### src/common/bc_cfg.svh
`ifndef BC_CFG_SVH
`define BC_CFG_SVH
// ****************************************
// clock and phase timing
// ****************************************
`define BC_CLK_NS      10
`define BC_PHASE_NS    500
`define BC_PH_CYC      7'((`BC_PHASE_NS + `BC_CLK_NS - 1) / `BC_CLK_NS)
`define BC_CYC_MAX     7'(2 * `BC_PH_CYC - 1)
`define BC_FLOAT_NS    500
`define BC_FLOAT_CYC   (`BC_FLOAT_NS / `BC_CLK_NS)
// ****************************************
// bus widths, addresses, reset values
// ****************************************
`define BC_ADDR_W      16
`define BC_DATA_W      8
`define BC_VEC_HI_ADDR 16'hfffe
`define BC_VEC_LO_ADDR 16'hffff
`define BC_RST_ADDR    16'hff00
`define BC_PIN_RST     6'h2c
`define BC_DATA_RST    8'h00
`endif

### src/common/bc_pkg.sv
`include "bc_cfg.svh"
package bc_pkg;
  // ****************************************
  // sequencer states
  // ****************************************
  typedef enum logic [2:0] {
    ST_RESET, ST_VEC_WAIT, ST_VEC_HI, ST_VEC_LO, ST_RUN, ST_HALT, ST_WAIT
  } bc_state_t;
  // interrupt kind handed to the core
  typedef enum logic {INT_NMI, INT_IRQ} bc_int_t;
  // one bus cycle asked for by the core
  typedef struct packed {
    logic                  valid;  // cycle carries a real address
    logic                  rw;     // 1 read, 0 write
    logic                  last;   // final cycle of an instruction
    logic                  wai;    // instruction was wait-for-interrupt
    logic [`BC_ADDR_W-1:0] addr;
    logic [`BC_DATA_W-1:0] wdata;
  } bc_req_t;
  // device pin inputs, active-low ones marked _n
  typedef struct packed {
    logic halt_n;
    logic res_n;
    logic irq_n;
    logic nmi_n;
    logic address_float_control;
    logic data_drive_enable;
  } bc_pins_t;
  // device pin outputs with their enables
  typedef struct packed {
    logic [`BC_ADDR_W-1:0] addr;
    logic                  addr_oe;
    logic                  rw;
    logic                  rw_oe;
    logic [`BC_DATA_W-1:0] data;
    logic                  data_oe;
    logic                  valid_address_strobe;
    logic                  bus_avail;
  } bc_bus_t;
endpackage

### src/design/bc_bus_ctl.sv
`timescale 1ns/10ps
`include "bc_cfg.svh"
// ****************************************
// processor bus control
// ****************************************
// Overview of operation
// reset pin rising edge starts restart
// reset condition drives upper address high
// fetch pc high from fffe, low ffff
// restart sets mask, software clears it
// reset pin held low eight periods
// first vector address on next phase one
// valid-address strobe marks valid addresses only
// sixteen-bit address bus can float
// float control floats address, read/write
// dma raises float at phase one
// float stretch kept under five microseconds
// eight-bit bidirectional data bus
// data drivers follow data drive enable
// read cycles never drive data bus
// dma master holds data enable low
// read/write high on read, rests high
// read/write floats when floated or halted
// halt low stops at instruction end
// halt pin stable late in phase one
// one phase-one high steps one instruction
// bus available in halt or wait
// wait ends on nmi or unmasked irq
// interrupts sampled phase two, start phase one
module bc_bus_ctl (
  // clock and reset
  input  wire logic                  ref_clk,
  input  wire logic                  rst_n,
  // device pins
  input  wire bc_pkg::bc_pins_t      pins,
  input  wire logic [`BC_DATA_W-1:0] data_in,
  output bc_pkg::bc_bus_t            bus,
  // core request side
  input  wire bc_pkg::bc_req_t       core_req,
  input  wire logic                  mask_clear,
  // core answer side
  output logic                       cycle_ack,
  output logic [`BC_DATA_W-1:0]      rd_data,
  output logic                       rd_valid,
  output logic [`BC_ADDR_W-1:0]      pc_value,
  output logic                       pc_load,
  output logic                       int_start,
  output bc_pkg::bc_int_t            int_kind,
  output logic                       int_mask
);
  import bc_pkg::*;

  // ****************************************
  // declarations
  // ****************************************
  bc_pins_t              pins_s;      // synchronised pins
  logic [`BC_DATA_W-1:0] data_s;      // synchronised data bus
  logic                  p1_start;    // phase one begins
  logic                  p2_start;    // phase two begins
  logic                  res_prev_r;  // reset pin, last cycle
  logic                  res_rise;
  logic                  nmi_smp_r;   // nmi level at last sample
  logic                  nmi_pend_r;  // nmi edge waiting
  logic                  irq_req_r;   // irq level at last sample
  logic                  int_mask_r;
  bc_state_t             st_r;
  bc_state_t             st_nxt;
  bc_req_t               cyc_r;       // cycle now on the bus
  bc_req_t               cyc_nxt;
  logic                  take_req;
  logic                  nmi_take;
  logic                  irq_take;
  logic                  int_ok;
  logic [`BC_DATA_W-1:0] vec_hi_r;    // first vector byte
  bc_bus_t               bus_nxt;
  bc_bus_t               bus_r;
  logic                  ack_r;
  logic [`BC_DATA_W-1:0] rd_data_r;
  logic                  rd_valid_r;
  logic [`BC_ADDR_W-1:0] pc_value_r;
  logic                  pc_load_r;
  logic                  int_start_r;
  bc_int_t               int_kind_r;

  // vector read cycle at a fixed address
  function automatic bc_req_t vec_read(input logic [`BC_ADDR_W-1:0] a);
    bc_req_t c;
    c       = '0;
    c.valid = 1'b1;
    c.rw    = 1'b1;
    c.addr  = a;
    return c;
  endfunction

  // ****************************************
  // pin synchronisers and phase timer
  // ****************************************
  bc_pin_sync #(.W(6), .RST(`BC_PIN_RST)) u_pin_sync (
    .ref_clk (ref_clk),
    .rst_n   (rst_n),
    .din     (pins),
    .dout    (pins_s)
  );

  // data bus is a pin too, synchronised every clock like the control pins
  bc_pin_sync #(.W(`BC_DATA_W), .RST(`BC_DATA_RST)) u_data_sync (
    .ref_clk (ref_clk),
    .rst_n   (rst_n),
    .din     (data_in),
    .dout    (data_s)
  );

  // float control parks the cycle in phase one
  bc_phase_gen u_phase_gen (
    .ref_clk  (ref_clk),
    .rst_n    (rst_n),
    .hold     (pins_s.address_float_control),
    .p1_start (p1_start),
    .p2_start (p2_start),
    .phi2     ()
  );

  // ****************************************
  // reset edge and interrupt sampling
  // ****************************************
  // resets to low so a pin already high still starts a restart
  always_ff @(posedge ref_clk) begin
    if (!rst_n) begin
      res_prev_r <= 1'b0;
    end else begin
      res_prev_r <= pins_s.res_n;
    end
  end
  assign res_rise = pins_s.res_n & ~res_prev_r;

  // sample in phase two, act at instruction end; edge set beats clear
  always_ff @(posedge ref_clk) begin
    if (!rst_n) begin
      nmi_smp_r  <= 1'b1;
      nmi_pend_r <= 1'b0;
      irq_req_r  <= 1'b0;
    end else begin
      if (p2_start) begin
        nmi_smp_r <= pins_s.nmi_n;
        irq_req_r <= ~pins_s.irq_n;
      end
      if (p2_start && nmi_smp_r && !pins_s.nmi_n) begin
        nmi_pend_r <= 1'b1;
      end else if (nmi_take) begin
        nmi_pend_r <= 1'b0;
      end
    end
  end

  // mask held set through restart; any set wins over a clear
  always_ff @(posedge ref_clk) begin
    if (!rst_n) begin
      int_mask_r <= 1'b1;
    end else if (st_r inside {ST_RESET, ST_VEC_WAIT, ST_VEC_HI, ST_VEC_LO}
                 || nmi_take || irq_take) begin
      int_mask_r <= 1'b1;
    end else if (mask_clear) begin
      int_mask_r <= 1'b0;
    end
  end

  // ****************************************
  // cycle sequencer
  // ****************************************
  // all bus decisions except reset entry and exit happen on a phase-one boundary
  always_comb begin
    st_nxt   = st_r;
    cyc_nxt  = cyc_r;
    take_req = 1'b0;
    nmi_take = 1'b0;
    irq_take = 1'b0;
    int_ok   = nmi_pend_r | (irq_req_r & ~int_mask_r);
    if (!pins_s.res_n) begin
      // reset condition overrides everything
      st_nxt  = ST_RESET;
      cyc_nxt = '0;
    end else begin
      case (st_r)
        ST_RESET: begin
          if (res_rise) begin
            st_nxt = ST_VEC_WAIT;
          end
        end
        ST_VEC_WAIT: begin
          if (p1_start) begin
            cyc_nxt = vec_read(`BC_VEC_HI_ADDR);
            st_nxt  = ST_VEC_HI;
          end
        end
        ST_VEC_HI: begin
          if (p1_start) begin
            cyc_nxt = vec_read(`BC_VEC_LO_ADDR);
            st_nxt  = ST_VEC_LO;
          end
        end
        ST_VEC_LO: begin
          if (p1_start) begin
            cyc_nxt = '0;
            st_nxt  = ST_RUN;
          end
        end
        ST_RUN: begin
          if (p1_start) begin
            if (cyc_r.last && !pins_s.halt_n) begin
              // halt wins, interrupts wait while halted
              st_nxt  = ST_HALT;
              cyc_nxt = '0;
            end else if (cyc_r.last && int_ok) begin
              nmi_take = nmi_pend_r;
              irq_take = ~nmi_pend_r;
              cyc_nxt  = '0;
            end else if (cyc_r.last && cyc_r.wai) begin
              st_nxt  = ST_WAIT;
              cyc_nxt = '0;
            end else begin
              cyc_nxt  = core_req;
              take_req = core_req.valid;  // no ack for an empty slot
            end
          end
        end
        ST_HALT: begin
          // one phase one with halt high lets one instruction run
          if (p1_start && pins_s.halt_n) begin
            st_nxt   = ST_RUN;
            cyc_nxt  = core_req;
            take_req = core_req.valid;
          end
        end
        ST_WAIT: begin
          if (p1_start && int_ok) begin
            st_nxt   = ST_RUN;
            nmi_take = nmi_pend_r;
            irq_take = ~nmi_pend_r;
          end
        end
        default: begin
          st_nxt  = ST_RESET;
          cyc_nxt = '0;
        end
      endcase
    end
  end

  // state and cycle registers
  always_ff @(posedge ref_clk) begin
    if (!rst_n) begin
      st_r  <= ST_RESET;
      cyc_r <= '0;
    end else begin
      st_r  <= st_nxt;
      cyc_r <= cyc_nxt;
    end
  end

  // ****************************************
  // read capture and core answers
  // ****************************************
  // read data is taken at the end of phase two
  always_ff @(posedge ref_clk) begin
    if (!rst_n) begin
      vec_hi_r   <= '0;
      rd_data_r  <= '0;
      rd_valid_r <= 1'b0;
      pc_value_r <= '0;
      pc_load_r  <= 1'b0;
    end else begin
      rd_valid_r <= 1'b0;
      pc_load_r  <= 1'b0;
      if (p1_start && pins_s.res_n && cyc_r.valid && cyc_r.rw) begin
        case (st_r)
          ST_VEC_HI: vec_hi_r <= data_s;
          ST_VEC_LO: begin
            pc_value_r <= {vec_hi_r, data_s};
            pc_load_r  <= 1'b1;
          end
          default: begin
            rd_data_r  <= data_s;
            rd_valid_r <= 1'b1;
          end
        endcase
      end
    end
  end

  // acceptance and interrupt start pulses
  always_ff @(posedge ref_clk) begin
    if (!rst_n) begin
      ack_r       <= 1'b0;
      int_start_r <= 1'b0;
      int_kind_r  <= INT_NMI;
    end else begin
      ack_r       <= take_req;
      int_start_r <= nmi_take | irq_take;
      if (nmi_take || irq_take) begin
        int_kind_r <= nmi_take ? INT_NMI : INT_IRQ;
      end
    end
  end

  // ****************************************
  // pin drivers
  // ****************************************
  // float control is applied last; it leaves the data bus alone
  always_comb begin
    bus_nxt.addr                 = cyc_r.addr;
    bus_nxt.addr_oe              = 1'b1;
    bus_nxt.rw                   = cyc_r.valid ? cyc_r.rw : 1'b1;
    bus_nxt.rw_oe                = 1'b1;
    bus_nxt.data                 = cyc_r.wdata;
    bus_nxt.data_oe              = cyc_r.valid & ~cyc_r.rw
                                   & pins_s.data_drive_enable;
    bus_nxt.valid_address_strobe = cyc_r.valid;
    bus_nxt.bus_avail            = 1'b0;
    case (st_r)
      ST_RESET: begin
        bus_nxt.addr                 = `BC_RST_ADDR;
        bus_nxt.data_oe              = 1'b0;
        bus_nxt.valid_address_strobe = 1'b0;
      end
      ST_HALT, ST_WAIT: begin
        bus_nxt.addr_oe              = 1'b0;
        bus_nxt.rw_oe                = 1'b0;
        bus_nxt.data_oe              = 1'b0;
        bus_nxt.valid_address_strobe = 1'b0;
        bus_nxt.bus_avail            = 1'b1;
      end
      default: begin
        bus_nxt.bus_avail = 1'b0;
      end
    endcase
    if (pins_s.address_float_control) begin
      bus_nxt.addr_oe              = 1'b0;
      bus_nxt.rw_oe                = 1'b0;
      bus_nxt.valid_address_strobe = 1'b0;
      bus_nxt.bus_avail            = 1'b0;
    end
  end

  // every pin output leaves from this register
  always_ff @(posedge ref_clk) begin
    if (!rst_n) begin
      bus_r      <= '0;
      bus_r.addr <= `BC_RST_ADDR;
      bus_r.rw   <= 1'b1;
    end else begin
      bus_r <= bus_nxt;
    end
  end

  assign bus       = bus_r;
  assign cycle_ack = ack_r;
  assign rd_data   = rd_data_r;
  assign rd_valid  = rd_valid_r;
  assign pc_value  = pc_value_r;
  assign pc_load   = pc_load_r;
  assign int_start = int_start_r;
  assign int_kind  = int_kind_r;
  assign int_mask  = int_mask_r;

  // ****************************************
  // assertions
  // ****************************************
  localparam int FLT_CYC = `BC_FLOAT_CYC;
  localparam int VEC_MAX = 2 * int'(`BC_PH_CYC) + 4;
endmodule

### src/design/bc_pin_sync.sv
`timescale 1ns/10ps
// ****************************************
// two-stage synchroniser, one per bit
// ****************************************
module bc_pin_sync #(
  parameter int           W   = 1,
  parameter logic [W-1:0] RST = '0
) (
  // clock and reset
  input  wire logic         ref_clk,
  input  wire logic         rst_n,
  // asynchronous in, synchronised out
  input  wire logic [W-1:0] din,
  output logic      [W-1:0] dout
);
  genvar i;
  generate
    for (i = 0; i < W; i++) begin : g_bit
      logic [1:0] stg_r;  // stage 0 feeds stage 1 only
      // shift the pin through both stages
      always_ff @(posedge ref_clk) begin
        if (!rst_n) begin
          stg_r <= {2{RST[i]}};
        end else begin
          stg_r <= {stg_r[0], din[i]};
        end
      end
      assign dout[i] = stg_r[1];
    end
  endgenerate
endmodule

### src/design/bc_phase_gen.sv
`timescale 1ns/10ps
`include "bc_cfg.svh"
// ****************************************
// two-phase cycle timer
// ****************************************
module bc_phase_gen (
  // clock and reset
  input  wire logic ref_clk,
  input  wire logic rst_n,
  // stretch phase one while high
  input  wire logic hold,
  // phase markers
  output logic      p1_start,
  output logic      p2_start,
  output logic      phi2
);
  logic [6:0] cnt_r;      // position within one cycle
  logic [6:0] cnt_nxt;
  logic       p1_r;       // phase one begins
  logic       p2_r;       // phase two begins
  logic       phi2_r;     // phase two level

  // hold parks the count at the tail of phase one, so no edge is lost
  always_comb begin
    if (hold && cnt_r == `BC_PH_CYC - 7'd1) begin
      cnt_nxt = cnt_r;
    end else if (cnt_r == `BC_CYC_MAX) begin
      cnt_nxt = 7'd0;
    end else begin
      cnt_nxt = cnt_r + 7'd1;
    end
  end

  // counter and registered markers
  always_ff @(posedge ref_clk) begin
    if (!rst_n) begin
      cnt_r  <= 7'd0;
      p1_r   <= 1'b0;
      p2_r   <= 1'b0;
      phi2_r <= 1'b0;
    end else begin
      cnt_r  <= cnt_nxt;
      p1_r   <= (cnt_nxt == 7'd0);
      p2_r   <= (cnt_nxt == `BC_PH_CYC) && (cnt_r != `BC_PH_CYC);
      phi2_r <= (cnt_nxt >= `BC_PH_CYC);
    end
  end

  assign p1_start = p1_r;
  assign p2_start = p2_r;
  assign phi2     = phi2_r;
endmodule

### config.mk
export PLATFORM = sky130hd
export DESIGN_NAME = bc_bus_ctl
export DESIGN_NICKNAME = d
export VERILOG_FILES = /design/src/common/bc_pkg.sv /design/src/design/bc_bus_ctl.sv /design/src/design/bc_pin_sync.sv /design/src/design/bc_phase_gen.sv
export VERILOG_INCLUDE_DIRS = /design/src /design/src/common
export SDC_FILE = /design/constraint.sdc
export NUM_CORES = 1
export LEC_CHECK = 0
export BUFFER_PORTS_ARGS = -buffer_cell sky130_fd_sc_hd__buf_2
export CAP_MARGIN = 20
export CORE_MARGIN = 4
export CORE_UTILIZATION = 25
export DETAILED_ROUTE_END_ITERATION = 8
export PLACE_DENSITY = 0.5
export SYNTH_ARGS = -nofsm -noshare
export SYNTH_HDL_FRONTEND = slang
export SYNTH_HIERARCHICAL = 1
export SYNTH_SLANG_ARGS = --single-unit
export TNS_END_PERCENT = 5
### constraint.sdc
create_clock -name ref_clk -period 4.3 [get_ports ref_clk]
set_input_delay 1.29 -clock ref_clk [delete_from_list [all_inputs] [get_ports ref_clk]]
set_output_delay 1.29 -clock ref_clk [all_outputs]
set_load 0.02 [all_outputs]
==> results.toml <==
[run_status]
status = "finished, final reports clean"

[worst_setup_path]
r2r_setup_slack_ps = 1550
slowest_stage = "nor2b_1"
cp-end-kind = "flop"
crit_buf_inv = 0
r2r-end = "vec_hi_r[2]$_SDFFE_PN0P_"
start_kind = "flop"
worstPathMaxFanout = 20
slowest_delay_ps = 790
crit_type = "reg2reg"
arrival_ps = 3020
r2r_start = "st_r[1]$_SDFFE_PN0P_"
worstPathRequired_ps = 4580
reg2reg_depth = 4
crit_chain = "nor3b_4 -> nor2b_1 -> mux2i_1 -> nor2_1"
crit_family = "simple AND/OR/NAND/NOR gates"

[clock_tree]
ctsLongestPathBuffers = 2
cts_tree = "yes"
clk_pin_slew_worst_paths_ps = 60
post_cts_resized = 0
cts_buffers = 17
cts-hold-fix-buffers = 0
clock-sinks = 139
htreeDepth = 4
clk_latency_ps = 410
cts_root_buf = "clkbuf_16"
postCtsSetupRepairBufs = 0

[timing]
period_needed_ps = 2750
final_hold_viol_count = 0
drv_slew = 0
relSlewSlack_pct = 41.2
finalCritPeriodShare_pct = 63.9
tightest_slew_ps = 880
finalSetupViolCount = 0
clock_skew_ps = 14.4
max_freq_ghz = 0.364
fin_setup_tns_ps = 0
grt_setup_unrepaired = "false"

[floorplan]
ios = 105
core_um2 = 20200
dieHeight_um = 151
floorplan.die_area_um2 = 22800
die_x_um = 151
num_rows = 52
start_util_pct = 25.3

[worst_hold_path]
hold_path_class = "reg2reg"
min_to = "u_pin_sync/g_bit[3].stg_r[1]$_SDFF_PN1_"
hold_depth = 1
min-delay-start = "u_pin_sync/g_bit[3].stg_r[0]$_SDFF_PN1_"

[global_route]
grt_antenna_before_repair = 1
grt_overflow_total = 0
grt_usage_pct = 11.0
grt_max_degree = 50
grt_first_pass_wirelength_mm = 19.6
grt_pass1_vias = 3827

[placement]
port_buffers = 104
placed_cell_area_um2 = 5720
routabilityCongestion = 0.801
hpwl_mm = 8.57

[final_layout]
regArea_um2 = 2780
multi_input_area_um2 = 2010
final_nets = 625
drive_above_1_share_pct = 28.0
n_antenna_cell = 0
filler_cell_count = 2138
fin_area_um2 = 6310
area_growth_pct = 23.3

[power_and_ir_drop]
powerDensity_nw_per_um2 = 448
ir_drop_v = 0.000228
p_leak_uw = 0.00255
power_uw = 2820

[detailed_routing]
wire_per_inst_um = 14.2
vias_per_cell = 4.31
drc = 0
ant_nets = 0
totalWireLength_mm = 12.2
dr_total_vias = 3706
initialDrtViolationCount = 201
first_pass_iters = 4

[synth]
synthesis.area_um2 = 5110
syn_inst = 492
syn_avg_cell_area_um2 = 10.4
yosysWarnings = 6
synth_nets = 540

[job]
cap_violations = 0
registers in the layout, summed over array words and instances, names as in the netlist, 3 cells and up:
| register | flops |
|---|---|
| u_pin_sync/g_bit.stg_r | 12 |
| bus_nxt | 8 |
| vec_hi_r | 8 |
| rd_data | 8 |
| u_phase_gen/cnt_r | 7 |
| pc_value | 16 |
| st_r | 3 |
| bus | 29 |
| u_data_sync/g_bit.stg_r | 16 |
| cyc_r | 20 |
layout by cell type, fill, tap and decap left out, types with 3 or more instances in the layout:
master / count
dfxtp_1: 139
buf_2: 104
nand2_1: 37
a21oi_1: 31
nor2_1: 30
and2_1: 29
mux2i_1: 20
nand3_1: 20
a221o_1: 17
clkbuf_16: 17
and2_2: 13
inv_1: 11
nand2b_1: 11
or3_1: 11
a22o_1: 10
nor2b_1: 8
o21ai_0: 6
a211oi_1: 5
clkinv_4: 5
clkinvlp_4: 5
xor2_1: 4
o2111ai_1: 4
nor3_1: 4
o2bb2ai_1: 3
buf_4: 3
nor3b_1: 3
ha_1: 3
worst reg2reg max path, delay by kind of cell (launching register included):
kind	cells	cell delay, ps
flops	1	770
mux	1	290
simple gates	3	1570
routing by layer:
layer	vias up	GRT usage, %	routed length [um]
met1	1749	14.3	5770
li1	1865	-	-
met2	82	17.3	5590
met4	2	3.81	79
met5	-	0	13
met3	8	3.53	738
worst max path at each step:
stage / startpoint / to / cells after the start
after global placement: rst_n / cyc_r[9]$_SDFFE_PN0P_ / 6
after global routing: st_r[1]$_SDFFE_PN0P_ / vec_hi_r[3]$_SDFFE_PN0P_ / 4
final: st_r[1]$_SDFFE_PN0P_ / vec_hi_r[2]$_SDFFE_PN0P_ / 4
after CTS: st_r[1]$_SDFFE_PN0P_ / vec_hi_r[2]$_SDFFE_PN0P_ / 4
after floorplan: rst_n / cyc_r[14]$_SDFFE_PN0P_ / 6
after detailed placement: rst_n / cyc_r[9]$_SDFFE_PN0P_ / 6
through the flow:
stage	instances	utilization (%)	hold slack [ps]	setup slack (ps)
2_1_floorplan	492	-	386	1900
3_3_place_gp	828	28.3	396	1430
3_5_place_dp	828	28.3	396	1350
4_1_cts	860	31.3	411	1530
5_1_grt	860	31.3	436	1290
6_report	860	31.3	410	1550
final cells by class:
| type | instances | share of cell area [%] |
|---|---|---|
| flip-flops and latches | 139 | 44.1 |
| multi-input cells | 301 | 31.9 |
| repair buffers | 107 | 8.61 |
| clock buffers | 19 | 7.02 |
| well taps | 270 | 5.36 |
| clock inverters | 13 | 2.32 |
| inverters | 11 | 0.655 |
where the power goes:
group	internal (uW)	switching [uW]	leakage (uW)
combinational	37.9	44.6	0.00115
sequential	1300	15.0	0.00113
clock	871	551	0.000271
total	2210	611	0.00255
Power figures use the tool's default switching activity.
